<file path="config.mk">
export PLATFORM = sky130hd
export DESIGN_NAME = i2cscr_top
export DESIGN_NICKNAME = d
export VERILOG_FILES = /design/src/hdl/i2cscr_pkg.sv /design/src/hdl/i2cscr_clkdiv.sv /design/src/hdl/i2cscr_top.sv
export SDC_FILE = /design/constraint.sdc
export NUM_CORES = 1
export LEC_CHECK = 0
export BUFFER_PORTS_ARGS = -buffer_cell sky130_fd_sc_hd__buf_2
export CAP_MARGIN = 20
export CELL_PAD_IN_SITES_DETAIL_PLACEMENT = 0
export CELL_PAD_IN_SITES_GLOBAL_PLACEMENT = 1
export CORE_ASPECT_RATIO = 1.25
export CORE_MARGIN = 3
export CORE_UTILIZATION = 43
export CTS_CLUSTER_SIZE = 16
export DETAILED_ROUTE_END_ITERATION = 8
export HOLD_SLACK_MARGIN = 0.15
export PLACE_DENSITY = 0.78
export SLEW_MARGIN = 5
export SYNTH_ARGS = -nofsm -noshare
export SYNTH_HDL_FRONTEND = slang
export SYNTH_SLANG_ARGS = --single-unit
</file>
<file path="constraint.sdc">
create_clock -name ref_clk_i -period 5 [get_ports ref_clk_i]
set_input_delay 0.5 -clock ref_clk_i [delete_from_list [all_inputs] [get_ports ref_clk_i]]
set_output_delay 0.5 -clock ref_clk_i [all_outputs]
set_load 0.02 [all_outputs]
</file>
<file path="src/hdl/i2cscr_pkg.sv">
// constants and types for the two-wire status, clock and reset block
package i2cscr_pkg;

  // register port
  localparam int IO_ADDR_W = 16;
  localparam int DATA_W = 8;
  localparam logic [15:0] CLKDIV_ADDR = 16'h00cc;
  localparam logic [15:0] SOFTRST_ADDR = 16'h00cd;

  // divider field layout and reset value
  localparam int DIV_EXP_LSB = 0;
  localparam int DIV_EXP_W = 3;
  localparam int DIV_SCL_LSB = 3;
  localparam int DIV_SCL_W = 4;
  localparam logic [7:0] DIV_RESET = 8'h00;

  // half an SCL period is five sample periods times (scalar+1)
  localparam int SCL_HALF_MULT = 5;

  // pin synchroniser depth
  localparam int SYNC_STAGES = 3;

  // status codes
  localparam logic [7:0] ST_BUS_ERROR = 8'h00;
  localparam logic [7:0] ST_START_TX = 8'h08;
  localparam logic [7:0] ST_ARB_SLV_RD = 8'hb0;
  localparam logic [7:0] ST_STX_ACK = 8'hb8;
  localparam logic [7:0] ST_STX_NACK = 8'hc0;
  localparam logic [7:0] ST_STX_LAST = 8'hc8;
  localparam logic [7:0] ST_A2W_ACK = 8'hd0;
  localparam logic [7:0] ST_A2W_NACK = 8'hd8;
  localparam logic [7:0] ST_IDLE = 8'hf8;
  localparam logic [7:0] STATUS_RESET = ST_IDLE;
  localparam logic [7:0] RDATA_NONE = 8'h00;

  // byte-level events reported by the transfer engine
  typedef enum logic [2:0] {
    EVT_ARB_SLV_RD,
    EVT_STX_ACK,
    EVT_STX_NACK,
    EVT_STX_LAST_ACK,
    EVT_A2W_ACK,
    EVT_A2W_NACK
  } i2cscr_evt_t;

  // recovery and start sequencing states
  typedef enum logic [1:0] {
    CS_IDLE,
    CS_ERROR,
    CS_START_SETUP,
    CS_START_HOLD
  } i2cscr_state_t;

endpackage : i2cscr_pkg

</file>
<file path="src/hdl/i2cscr_clkdiv.sv">
// sampling and SCL half-period tick generator
`timescale 1ns/1ps
`default_nettype none
module i2cscr_clkdiv #(
  parameter int EXP_W = 3,
  parameter int SCL_W = 4,
  parameter int HALF_MULT = 5
) (
  // clock and reset
  input wire logic ref_clk_i,
  input wire logic reset_i,
  input wire logic soft_rst_i,
  // divider settings
  input wire logic [EXP_W-1:0] exp_i,
  input wire logic [SCL_W-1:0] scalar_i,
  input wire logic scl_run_i,
  // ticks
  output logic samp_tick_o,
  output logic half_tick_o
);

  localparam int PRE_W = (1 << EXP_W);
  localparam int HALF_W = SCL_W + 4;

  // refuse widths the counters cannot hold
  if (EXP_W < 1 || EXP_W > 5 || SCL_W < 1 || HALF_MULT < 1
      || HALF_MULT > 16)
  begin : g_bad_params
    $error("i2cscr_clkdiv: unsupported divider widths");
  end

  logic [PRE_W-1:0] pre_q;
  logic [PRE_W-1:0] pre_d;
  logic [HALF_W-1:0] half_q;
  logic [HALF_W-1:0] half_d;
  wire [PRE_W-1:0] pre_last = PRE_W'((1 << exp_i) - 1);
  wire [HALF_W-1:0] half_last =
    HALF_W'(HALF_MULT * (int'(scalar_i) + 1) - 1);

  // prescaler ticks every 2^exp cycles
  assign samp_tick_o = (pre_q >= pre_last);
  assign pre_d = samp_tick_o ? '0 : pre_q + 1'b1;
  // half period counts 5*(scalar+1) sample ticks
  assign half_tick_o = scl_run_i && samp_tick_o && (half_q >= half_last);
  assign half_d = !scl_run_i ? '0 :
                  half_tick_o ? '0 :
                  samp_tick_o ? half_q + 1'b1 : half_q;

  // counter registers
  always_ff @(posedge ref_clk_i or posedge reset_i)
  begin
    if (reset_i)
    begin
      pre_q <= '0;
      half_q <= '0;
    end
    else if (soft_rst_i)
    begin
      pre_q <= '0;
      half_q <= '0;
    end
    else
    begin
      pre_q <= pre_d;
      half_q <= half_d;
    end
  end

endmodule : i2cscr_clkdiv
`default_nettype wire

</file>
<file path="src/hdl/i2cscr_top.sv">
// two-wire controller status codes, bus error recovery, divider, soft reset
`timescale 1ns/1ps
`default_nettype none
module i2cscr_top (
  // clock and reset
  input wire logic ref_clk_i,
  input wire logic reset_i,
  // cpu i/o port
  input wire logic [15:0] io_addr_i,
  input wire logic io_wr_i,
  input wire logic io_rd_i,
  input wire logic [7:0] io_wdata_i,
  output logic [7:0] io_rdata_o,
  // control bits
  input wire logic ctl_start_set_i,
  input wire logic ctl_stop_set_i,
  input wire logic ctl_flag_clear_i,
  output logic irq_pending_flag_o,
  output logic start_request_o,
  output logic stop_request_o,
  output logic bus_error_o,
  // transfer engine
  input wire logic evt_strobe_i,
  input wire i2cscr_pkg::i2cscr_evt_t evt_kind_i,
  input wire logic byte_active_i,
  input wire logic master_active_i,
  output logic stop_cmd_o,
  output logic samp_tick_o,
  // bus pins
  input wire logic scl_i,
  output logic scl_o,
  output logic scl_oe_n_o,
  input wire logic sda_i,
  output logic sda_o,
  output logic sda_oe_n_o
);

  // register state
  logic [7:0] div_q;
  logic [7:0] div_d;
  logic [7:0] status_q;
  logic [7:0] status_d;
  logic flag_q;
  logic flag_d;
  logic start_q;
  logic start_d;
  logic stop_q;
  logic stop_d;
  logic soft_rst_q;
  logic [7:0] rdata_q;
  logic [7:0] rdata_d;
  logic stop_cmd_q;
  logic stop_cmd_d;
  i2cscr_pkg::i2cscr_state_t state_q;
  i2cscr_pkg::i2cscr_state_t state_d;

  // pin sampling state
  logic [i2cscr_pkg::SYNC_STAGES-1:0] scl_sync_q;
  logic [i2cscr_pkg::SYNC_STAGES-1:0] sda_sync_q;
  logic scl_f_q;
  logic sda_f_q;
  logic sda_prev_q;
  logic scl_phase_q;
  logic scl_phase_d;
  logic scl_oe_n_q;
  logic sda_low_q;
  logic sda_low_d;

  // divider ticks
  logic samp_tick;
  logic half_tick;

  // address decode
  wire div_sel = (io_addr_i == i2cscr_pkg::CLKDIV_ADDR);
  wire srst_sel = (io_addr_i == i2cscr_pkg::SOFTRST_ADDR);
  wire div_wr = io_wr_i && div_sel;
  wire status_rd = io_rd_i && div_sel;
  wire srst_wr = io_wr_i && srst_sel;

  // divider fields, bit 7 reserved
  wire [2:0] div_exp =
    div_q[i2cscr_pkg::DIV_EXP_LSB +: i2cscr_pkg::DIV_EXP_W];
  wire [3:0] div_scalar =
    div_q[i2cscr_pkg::DIV_SCL_LSB +: i2cscr_pkg::DIV_SCL_W];

  // start/stop detection on filtered, sampled lines
  wire sda_fall = sda_prev_q && !sda_f_q;
  wire sda_rise = !sda_prev_q && sda_f_q;
  wire cond_seen = scl_f_q && (sda_fall || sda_rise);
  wire bus_err_det = cond_seen && byte_active_i
                     && (state_q == i2cscr_pkg::CS_IDLE);

  // sequencing events
  wire in_error = (state_q == i2cscr_pkg::CS_ERROR);
  wire err_exit = in_error && !flag_q && stop_q;
  wire start_done = (state_q == i2cscr_pkg::CS_START_HOLD) && half_tick;
  wire scl_run = (master_active_i && !flag_q)
                 || (state_q == i2cscr_pkg::CS_START_SETUP)
                 || (state_q == i2cscr_pkg::CS_START_HOLD);

  // status code for an engine event
  logic [7:0] evt_code;
  always_comb
  begin
    evt_code = i2cscr_pkg::ST_IDLE;
    unique case (evt_kind_i)
      i2cscr_pkg::EVT_ARB_SLV_RD: evt_code = i2cscr_pkg::ST_ARB_SLV_RD;
      i2cscr_pkg::EVT_STX_ACK: evt_code = i2cscr_pkg::ST_STX_ACK;
      i2cscr_pkg::EVT_STX_NACK: evt_code = i2cscr_pkg::ST_STX_NACK;
      i2cscr_pkg::EVT_STX_LAST_ACK: evt_code = i2cscr_pkg::ST_STX_LAST;
      i2cscr_pkg::EVT_A2W_ACK: evt_code = i2cscr_pkg::ST_A2W_ACK;
      i2cscr_pkg::EVT_A2W_NACK: evt_code = i2cscr_pkg::ST_A2W_NACK;
      default: evt_code = i2cscr_pkg::ST_IDLE;
    endcase
  end

  // which defined state is entered this cycle, errors first
  wire state_enter = bus_err_det || start_done
                     || (evt_strobe_i && !in_error);
  wire [7:0] enter_code = bus_err_det ? i2cscr_pkg::ST_BUS_ERROR :
                          start_done ? i2cscr_pkg::ST_START_TX :
                          evt_code;

  // flag and status: entering a state wins over a clear
  assign flag_d = state_enter ? 1'b1 :
                  ctl_flag_clear_i ? 1'b0 : flag_q;
  assign status_d = state_enter ? enter_code :
                    ctl_flag_clear_i ? i2cscr_pkg::ST_IDLE :
                    status_q;

  // divider register and read data
  assign div_d = div_wr ? io_wdata_i : div_q;
  assign rdata_d = status_rd ? status_q : i2cscr_pkg::RDATA_NONE;

  // request bits: set by software, cleared by hardware when acted on
  wire stop_taken = err_exit || (stop_q && !in_error);
  assign stop_d = ctl_stop_set_i ? 1'b1 :
                  stop_taken ? 1'b0 : stop_q;
  assign start_d = ctl_start_set_i ? 1'b1 :
                   start_done ? 1'b0 : start_q;
  // stop outside bus error goes to the engine; none driven on recovery
  assign stop_cmd_d = stop_q && !in_error;

  // recovery and start sequence
  always_comb
  begin
    state_d = state_q;
    unique case (state_q)
      i2cscr_pkg::CS_IDLE:
        if (bus_err_det)
          state_d = i2cscr_pkg::CS_ERROR;
      i2cscr_pkg::CS_ERROR:
        if (err_exit)
          state_d = start_q ? i2cscr_pkg::CS_START_SETUP
                            : i2cscr_pkg::CS_IDLE;
      i2cscr_pkg::CS_START_SETUP:
        if (half_tick)
          state_d = i2cscr_pkg::CS_START_HOLD;
      i2cscr_pkg::CS_START_HOLD:
        if (half_tick)
          state_d = i2cscr_pkg::CS_IDLE;
    endcase
  end

  // sda held low from the generated START until the flag is cleared
  assign sda_low_d = (state_q == i2cscr_pkg::CS_START_HOLD) ? 1'b1 :
                     ctl_flag_clear_i ? 1'b0 : sda_low_q;
  // master clock phase; set in the low half while running
  assign scl_phase_d = !scl_run ? 1'b0 :
                       half_tick ? !scl_phase_q : scl_phase_q;

  // divider tick generator
  i2cscr_clkdiv #(
    .EXP_W(i2cscr_pkg::DIV_EXP_W),
    .SCL_W(i2cscr_pkg::DIV_SCL_W),
    .HALF_MULT(i2cscr_pkg::SCL_HALF_MULT)
  ) u_clkdiv (
    .ref_clk_i(ref_clk_i),
    .reset_i(reset_i),
    .soft_rst_i(soft_rst_q),
    .exp_i(div_exp),
    .scalar_i(div_scalar),
    .scl_run_i(scl_run),
    .samp_tick_o(samp_tick),
    .half_tick_o(half_tick)
  );

  // soft reset is registered then clears every register except the pin synchronisers
  always_ff @(posedge ref_clk_i or posedge reset_i)
  begin
    if (reset_i)
      soft_rst_q <= 1'b0;
    else
      soft_rst_q <= srst_wr;
  end

  // pin synchronisers, three stages each
  always_ff @(posedge ref_clk_i or posedge reset_i)
  begin
    if (reset_i)
    begin
      scl_sync_q <= '1;
      sda_sync_q <= '1;
    end
    else
    begin
      scl_sync_q <= {scl_sync_q[1:0], scl_i};
      sda_sync_q <= {sda_sync_q[1:0], sda_i};
    end
  end

  // filtered levels update on sample ticks when stages 2 and 3 agree
  always_ff @(posedge ref_clk_i or posedge reset_i)
  begin
    if (reset_i)
    begin
      scl_f_q <= 1'b1;
      sda_f_q <= 1'b1;
      sda_prev_q <= 1'b1;
    end
    else if (soft_rst_q)
    begin
      scl_f_q <= 1'b1;
      sda_f_q <= 1'b1;
      sda_prev_q <= 1'b1;
    end
    else if (samp_tick)
    begin
      if (scl_sync_q[1] == scl_sync_q[2])
        scl_f_q <= scl_sync_q[2];
      if (sda_sync_q[1] == sda_sync_q[2])
        sda_f_q <= sda_sync_q[2];
      sda_prev_q <= sda_f_q;
    end
  end

  // control and status registers
  always_ff @(posedge ref_clk_i or posedge reset_i)
  begin
    if (reset_i)
    begin
      div_q <= i2cscr_pkg::DIV_RESET;
      status_q <= i2cscr_pkg::STATUS_RESET;
      flag_q <= 1'b0;
      start_q <= 1'b0;
      stop_q <= 1'b0;
      stop_cmd_q <= 1'b0;
      state_q <= i2cscr_pkg::CS_IDLE;
    end
    else if (soft_rst_q)
    begin
      div_q <= i2cscr_pkg::DIV_RESET;
      status_q <= i2cscr_pkg::STATUS_RESET;
      flag_q <= 1'b0;
      start_q <= 1'b0;
      stop_q <= 1'b0;
      stop_cmd_q <= 1'b0;
      state_q <= i2cscr_pkg::CS_IDLE;
    end
    else
    begin
      div_q <= div_d;
      status_q <= status_d;
      flag_q <= flag_d;
      start_q <= start_d;
      stop_q <= stop_d;
      stop_cmd_q <= stop_cmd_d;
      state_q <= state_d;
    end
  end

  // read data and pin drive registers
  always_ff @(posedge ref_clk_i or posedge reset_i)
  begin
    if (reset_i)
    begin
      rdata_q <= i2cscr_pkg::RDATA_NONE;
      scl_phase_q <= 1'b0;
      scl_oe_n_q <= 1'b1;
      sda_low_q <= 1'b0;
    end
    else if (soft_rst_q)
    begin
      rdata_q <= i2cscr_pkg::RDATA_NONE;
      scl_phase_q <= 1'b0;
      scl_oe_n_q <= 1'b1;
      sda_low_q <= 1'b0;
    end
    else
    begin
      rdata_q <= rdata_d;
      scl_phase_q <= scl_phase_d;
      // pull scl low while the flag stands or in the master low half
      scl_oe_n_q <= !(flag_d || (master_active_i && scl_phase_d));
      sda_low_q <= sda_low_d;
    end
  end

  // outputs
  assign io_rdata_o = rdata_q;
  assign irq_pending_flag_o = flag_q;
  assign start_request_o = start_q;
  assign stop_request_o = stop_q;
  assign bus_error_o = in_error;
  assign stop_cmd_o = stop_cmd_q;
  assign samp_tick_o = samp_tick;
  assign scl_o = 1'b0;
  assign scl_oe_n_o = scl_oe_n_q;
  assign sda_o = 1'b0;
  assign sda_oe_n_o = !sda_low_q;

endmodule : i2cscr_top
`default_nettype wire

</file>
* Word-level counts from Yosys, hierarchy flattened
Cells that the tools add are included.
** Word-level totals
- Bits in registers :: 58
- Input port bits :: 39
- Output and inout bits :: 18
- Logic and storage cells :: 137
** Operators by class
- Add/subtract/negate cells :: 5
- Multiply operators :: 1
- Order comparisons :: 2
- Eq/ne operators :: 17
- Shift operators :: 1
- Muxes and demuxes :: 48
- Reduce and logical (&&, ||, !) cells :: 44
** Operator list (number)
- $mux W8 :: 13
- $pmux W7 S6 :: 1
- $eq A16 B8 Y1 const B :: 2
- $mul A4 B32 Y8 const A :: 1
- $mux W1 :: 25
- $logic_and A1 B1 Y1 :: 17
- $add A8 B1 Y8 const B :: 2
- $ge A8 B8 Y1 :: 2
- $sub A8 B2 Y8 const B :: 2
- $mux W7 :: 2
- $mux W2 :: 6
- $reduce_bool A3 Y1 :: 4
- $ne A3 B3 Y1 const B :: 3
- $pmux W2 S4 :: 1
- $reduce_bool A2 Y1 :: 4
- $shl A1 B3 Y8 const A :: 1
- $logic_not A1 Y1 :: 7
- $logic_or A1 B1 Y1 :: 7
- $eq A3 B2 Y1 const B :: 2
- $eq A3 B3 Y1 const B :: 2
- $add A4 B1 Y5 const B :: 1
- $eq A2 B2 Y1 const B :: 2
- $ne A4 B4 Y1 const B :: 1
- $reduce_and A2 Y1 :: 2
- other kinds (7) :: 8

* Longest topological paths before layout
- Depth after elaboration :: 13
- Gate-level depth with buffers :: 19
- Depth with buffers taken out :: 19

* By module
Synthesis repeated with hierarchy kept, for this count alone.
** Second synthesis, totals
- Cell total of the unflattened synthesis :: 323
- Area total of the unflattened synthesis :: 3135.5 um2
** By module, submodules not included
- i2cscr_top :: times used 1, cells an instance 148, area each 1609.0 um2
- i2cscr_clkdiv :: times used 1, cells an instance 175, area each 1526.5 um2

* Worst setup path after synthesis
No wires, ideal clock.
- Kind :: reg-to-reg
- From :: register div_q[3]
- To :: register u_clkdiv.half_q[5]
- Arrival time :: 3960 ps
- Setup slack :: 914 ps
- Cell stages (with the launch flop) :: 19
- Path buffers :: 0
- Clock period less this slack :: 4086 ps
- Cells stage by stage :: dfrtp_1 > ha_1 > xor2_1 > inv_1 > ha_1 > fa_1 > ha_1 > inv_1 > nor2_1 > nor2_1 > o21bai_1 > a21oi_1 > xnor2_1 > ha_1 > nand4_1 > o31ai_1 > o21ai_0 > o21ai_0 > nor2_1
** Between the ends
- Cells in the longest elaborated chain, start to end :: 8
- Elaborated cells between the ends (all ways) :: 9
- Classes of those cells :: add/sub (2); mul (1); order compare (1); eq/ne (1); mux (3); reduce/logical (1)
** Ends and longest elaborated chain
- start: declaration :: RTL line i2cscr_top.sv:39 : logic [7:0] div_q;
- start signal: assignment :: RTL line i2cscr_top.sv:242 : div_q <= i2cscr_pkg::DIV_RESET;
- start signal: assignment :: RTL line i2cscr_top.sv:252 : div_q <= i2cscr_pkg::DIV_RESET;
- start signal: assignment :: RTL line i2cscr_top.sv:262 : div_q <= div_d;
- $add A4 B1 Y5 * :: RTL line i2cscr_clkdiv.sv:38 : HALF_W'(HALF_MULT * (int'(scalar_i) + 1) - 1);
- $mul A4 B32 Y8 * :: RTL line i2cscr_clkdiv.sv:38
- $sub A8 B2 Y8 * :: RTL line i2cscr_clkdiv.sv:38
- $ge A8 B8 Y1 * :: RTL line i2cscr_clkdiv.sv:44 : assign half_tick_o = scl_run_i && samp_tick_o && (half_q >= half_last);
- $logic_and A1 B1 Y1 * :: RTL line i2cscr_clkdiv.sv:44
- $mux W8 :: RTL line i2cscr_clkdiv.sv:46 : half_tick_o ? '0 :
- $mux W8 :: RTL line i2cscr_clkdiv.sv:45 : assign half_d = !scl_run_i ? '0 :
- $mux W8 :: RTL line i2cscr_clkdiv.sv:57 : else if (soft_rst_i)
- end signal: assignment :: RTL line i2cscr_clkdiv.sv:65 : half_q <= half_d;
- end: declaration :: RTL line i2cscr_clkdiv.sv:34 : logic [HALF_W-1:0] half_q;
Mark *: on every way between the ends. The rest lies on a longest branch, timed or not.
A chain may end at the register's enable or synchronous reset.

* Final worst setup path
- From :: register div_q[3]
- To :: register status_q[6]
** Between the ends
- Cells in the longest elaborated chain, start to end :: 10
- Elaborated cells between the ends (all ways) :: 13
- Classes of those cells :: add/sub (2); mul (1); order compare (1); mux (4); reduce/logical (5)
** Ends and longest elaborated chain
- $add A4 B1 Y5 * :: RTL line i2cscr_clkdiv.sv:38
- $mul A4 B32 Y8 * :: RTL line i2cscr_clkdiv.sv:38
- $sub A8 B2 Y8 * :: RTL line i2cscr_clkdiv.sv:38
- $ge A8 B8 Y1 * :: RTL line i2cscr_clkdiv.sv:44
- $logic_and A1 B1 Y1 * :: RTL line i2cscr_clkdiv.sv:44
- $logic_and A1 B1 Y1 * :: RTL line i2cscr_top.sv:96 : wire start_done = (state_q == i2cscr_pkg::CS_START_HOLD) && half_tick;
- $mux W8 / $logic_or A1 B1 Y1 (equally long branches) :: RTL line i2cscr_top.sv:121, i2cscr_top.sv:118
- $mux W8 / $logic_or A1 B1 Y1 (equally long branches) :: RTL line i2cscr_top.sv:120, i2cscr_top.sv:119
- $mux W8 :: RTL line i2cscr_top.sv:127 : assign status_d = state_enter ? enter_code :
- $mux W8 :: RTL line i2cscr_top.sv:250 : else if (soft_rst_q)
- end signal: assignment :: RTL line i2cscr_top.sv:243 : status_q <= i2cscr_pkg::STATUS_RESET;
- end signal: assignment :: RTL line i2cscr_top.sv:253 : status_q <= i2cscr_pkg::STATUS_RESET;
- end signal: assignment :: RTL line i2cscr_top.sv:263 : status_q <= status_d;
- end: declaration :: RTL line i2cscr_top.sv:41 : logic [7:0] status_q;
Marked as above.

==> qor.yml <==
cells_and_area:
  layout-drive-gt1-share_pct: 22.37
  synthToLayoutAreaGrowth_pct: 13.45
  diodes: 0
  finish.utilization_pct: 51.11
  design_area_sq_um: 3631
  nFillCells: 685
  final_nets: 449
  layout_commonest_cell: "buf_2"
  final_cell_mix: "buf_2 (50), dfrtp_1 (37), nor2_1 (30)"
synthesis:
  synth.cell_area_sq_um: 3201
  synth_top_flop_cell: "dfrtp_1"
  yosys_register_bits: 52
  synth_seq_area_share_pct: 41.24
  synth_edf_count: 0
  synth_area_leader_cell: "dfrtp_1"
  postSynth.asyncResetShare_pct: 100.0
  yosys_warnings: 0
  synth_area_leaders: "dfrtp_1 (29%), dfstp_2 (12%), ha_1 (11%)"
  synth.distinct_cells: 54
  syn_inst: 329
  avgSynthCellArea_sq_um: 9.728
  synth.top_cell.area_share_pct: 28.93
clock_tree:
  cts_tree: "yes"
  path_clk_slew_ns: 0.09
  root_buffer: "clkbuf_8"
  htreeDepth: 2
  post_cts_buffers: 0
  cts_buffer_depth: 2
  worstSkewPairLatency_ns: 0.31
  cts.sinks: 52
  cts_inserted_buffers: 5
sta:
  hold_ws_ns: 0.2800
  rsz0062_at_grt: "no"
  slew-limit-headroom_pct: 38.48
  fin_worst_skew_ns: 0.008372
  setup-violations-final: 0
  tns_ns: 0
  slew_viol_final: 0
  period_minus_slack_ns: 4.489
  hold_viol: 0
  fmax_mhz: 222.8
  fin_crit_sh_pct: 89.77
  setup_ws_ns: 0.5115
  worst_pin_slew_ns: 0.9194
setup_path:
  crit_path_end_kind: "register"
  start_kind: "register"
  crit_start: "div_q[3]"
  r2r_start: "div_q[3]"
  worst-setup-path-type: "reg2reg"
  cp_data_arrival_time_ns: 4.74
  cp_max_fo: 8
  rrSetupSlack_ns: 0.51
  required_ns: 5.25
  critPathCapture: "status_q[6]"
  rr_worst_depth: 18
  r2r-end: "status_q[6]"
global_route:
  overflow: 0
  grt_max_degree: 53
  antenna_found_initial: 0
  first_global_vias: 2504
  track_usage_pct: 16.13
  grt_pass1_wl_um: 11390
placement:
  gp_congestion: 0.8099
  pre_cts_ws_ns: 0.2563
  dp_hpwl_um: 4880
  dpl_cell_area_sq_um: 3510
  io_buffers: 50
route:
  routed_wl_um: 6384
  drtIter0Drc: 97
  firstDrtPassIters: 4
  avgRoutedWirePerCell_um: 13.58
  via_count: 2493
  antenna_left: 0
  drc: 0
  routed_via_density: 5.304
floorplan:
  core_sq_um: 7104
  io_pins: 57
  fp.dieW_um: 83.17
  start_util_pct: 45.05
  die_y_um: 102.5
  die_area_sq_um: 8521
  floorplan.rows: 34
power:
  peakVddDrop_mv: 0.1924
  p_leak_nw: 1.704
  power-per-cell-area_nw_per_um2: 364.1
outcome:
  outcome: "finished, final reports clean"
hold_path:
  min_path_type: "in2reg"
  hp-start: "scl_i"
job:
  maxCapViolations: 0
area by class of cell:
cell class | count | area (sq um) | area share [%]
Clock buffer | 6 | 72.57 | 1.999
Clock inverter | 2 | 13.76 | 0.3790
Inverter | 19 | 71.32 | 1.964
Multi-Input combinational cell | 249 | 1760 | 48.48
Sequential cell | 52 | 1320 | 36.35
Tap cell | 90 | 112.6 | 3.101
Timing Repair Buffer | 52 | 280.3 | 7.719
what timing repair did:
action / in CTS / in global routing
hold endpoints to repair: 0 / 11
gates resized for setup: 0 / 2
hold buffers: 0 / 1
endpoints found under the setup margin: 0 / 6
cells in the mapped netlist, types with 3 or more instances:
master	count
and2_1	7
nor2_1	30
nor3_1	4
nor2b_1	3
and3_1	6
o21ai_0	11
nand2_1	22
ha_1	29
nand3_1	14
a211oi_1	3
o211a_1	3
a211o_1	3
buf_4	5
inv_1	19
or4_1	3
dfrtp_1	37
xnor2_1	12
or3_1	5
a22o_1	7
a21oi_1	22
nand4_1	4
clkbuf_1	6
dfstp_2	15
xor2_1	12
a31oi_1	5
cell families after synthesis:
| group | Yosys count | share of synthesized area [%] |
|---|---|---|
| and+or+nand+nor | 112 | 17.98 |
| buffers and inverters | 32 | 4.378 |
| adders and majority gates | 31 | 12.59 |
| xor gates and xnor gates | 24 | 6.568 |
| AOI/OAI and AO/OA | 76 | 17.01 |
| DFF | 52 | 41.24 |
| other | 2 | 0.2346 |
critical path, stage by stage (launching register included):
cell,delay (ns)
dfrtp_1,0.50
ha_1,0.30
xor2_1,0.22
inv_1,0.07
ha_1,0.31
fa_1,0.46
ha_1,0.29
inv_1,0.09
nor2_1,0.05
nor2_1,0.14
o21bai_1,0.08
a21oi_1,0.17
xnor2_1,0.10
ha_1,0.31
nand4_1,0.16
o32ai_2,0.44
o211ai_1,0.33
a21o_1,0.28
o211a_1,0.11
sequential cells by signal, summed over array words and instances, names as in the netlist:
signal              count
sda_prev_q              1
sda_sync_q              3
scl_f_q                 1
scl_phase_q             1
u_clkdiv.pre_q          8
scl_sync_q              3
sda_f_q                 1
status_q                5
stop_request_o          1
scl_oe_n_o              1
sda_low_q               1
div_q                   7
io_rdata_o              5
soft_rst_q              1
u_clkdiv.half_q         8
start_request_o         1
stop_cmd_o              1
irq_pending_flag_o      1
state_q                 2
worst min path at each step:
stage                     slack [ns]  cells past startpoint       endpoint
final                           0.28                      1  scl_sync_q[0]
after detailed placement        0.35                      0  scl_sync_q[1]
after CTS                       0.27                      1  sda_sync_q[0]
after floorplan                 0.35                      0  scl_sync_q[1]
after global placement          0.35                      0  scl_sync_q[1]
after global routing            0.25                      1  sda_sync_q[0]
stage by stage:
stage / power, W / instances
after floorplan: 0.0009553 / 333
after global placement: 0.001073 / 460
after detailed placement: 0.001087 / 460
after CTS: 0.001330 / 468
after global routing: 0.001447 / 470
final: 0.001322 / 470
power breakdown:
part	switching, W	internal (W)
clock	0.000139	0.000100
combinational	0.000286	0.000195
sequential	0.0000807	0.000522
routing by layer:
| layer | routed length (um) | track usage (%) | vias up |
|---|---|---|---|
| met5 | 0 | 0 | - |
| met4 | 52 | 4.151 | 0 |
| met3 | 169 | 2.581 | 4 |
| met2 | 3303 | 28.46 | 35 |
| met1 | 2860 | 20.79 | 1199 |
| li1 | - | - | 1255 |
Note: power is estimated with default switching activity, not from simulation.
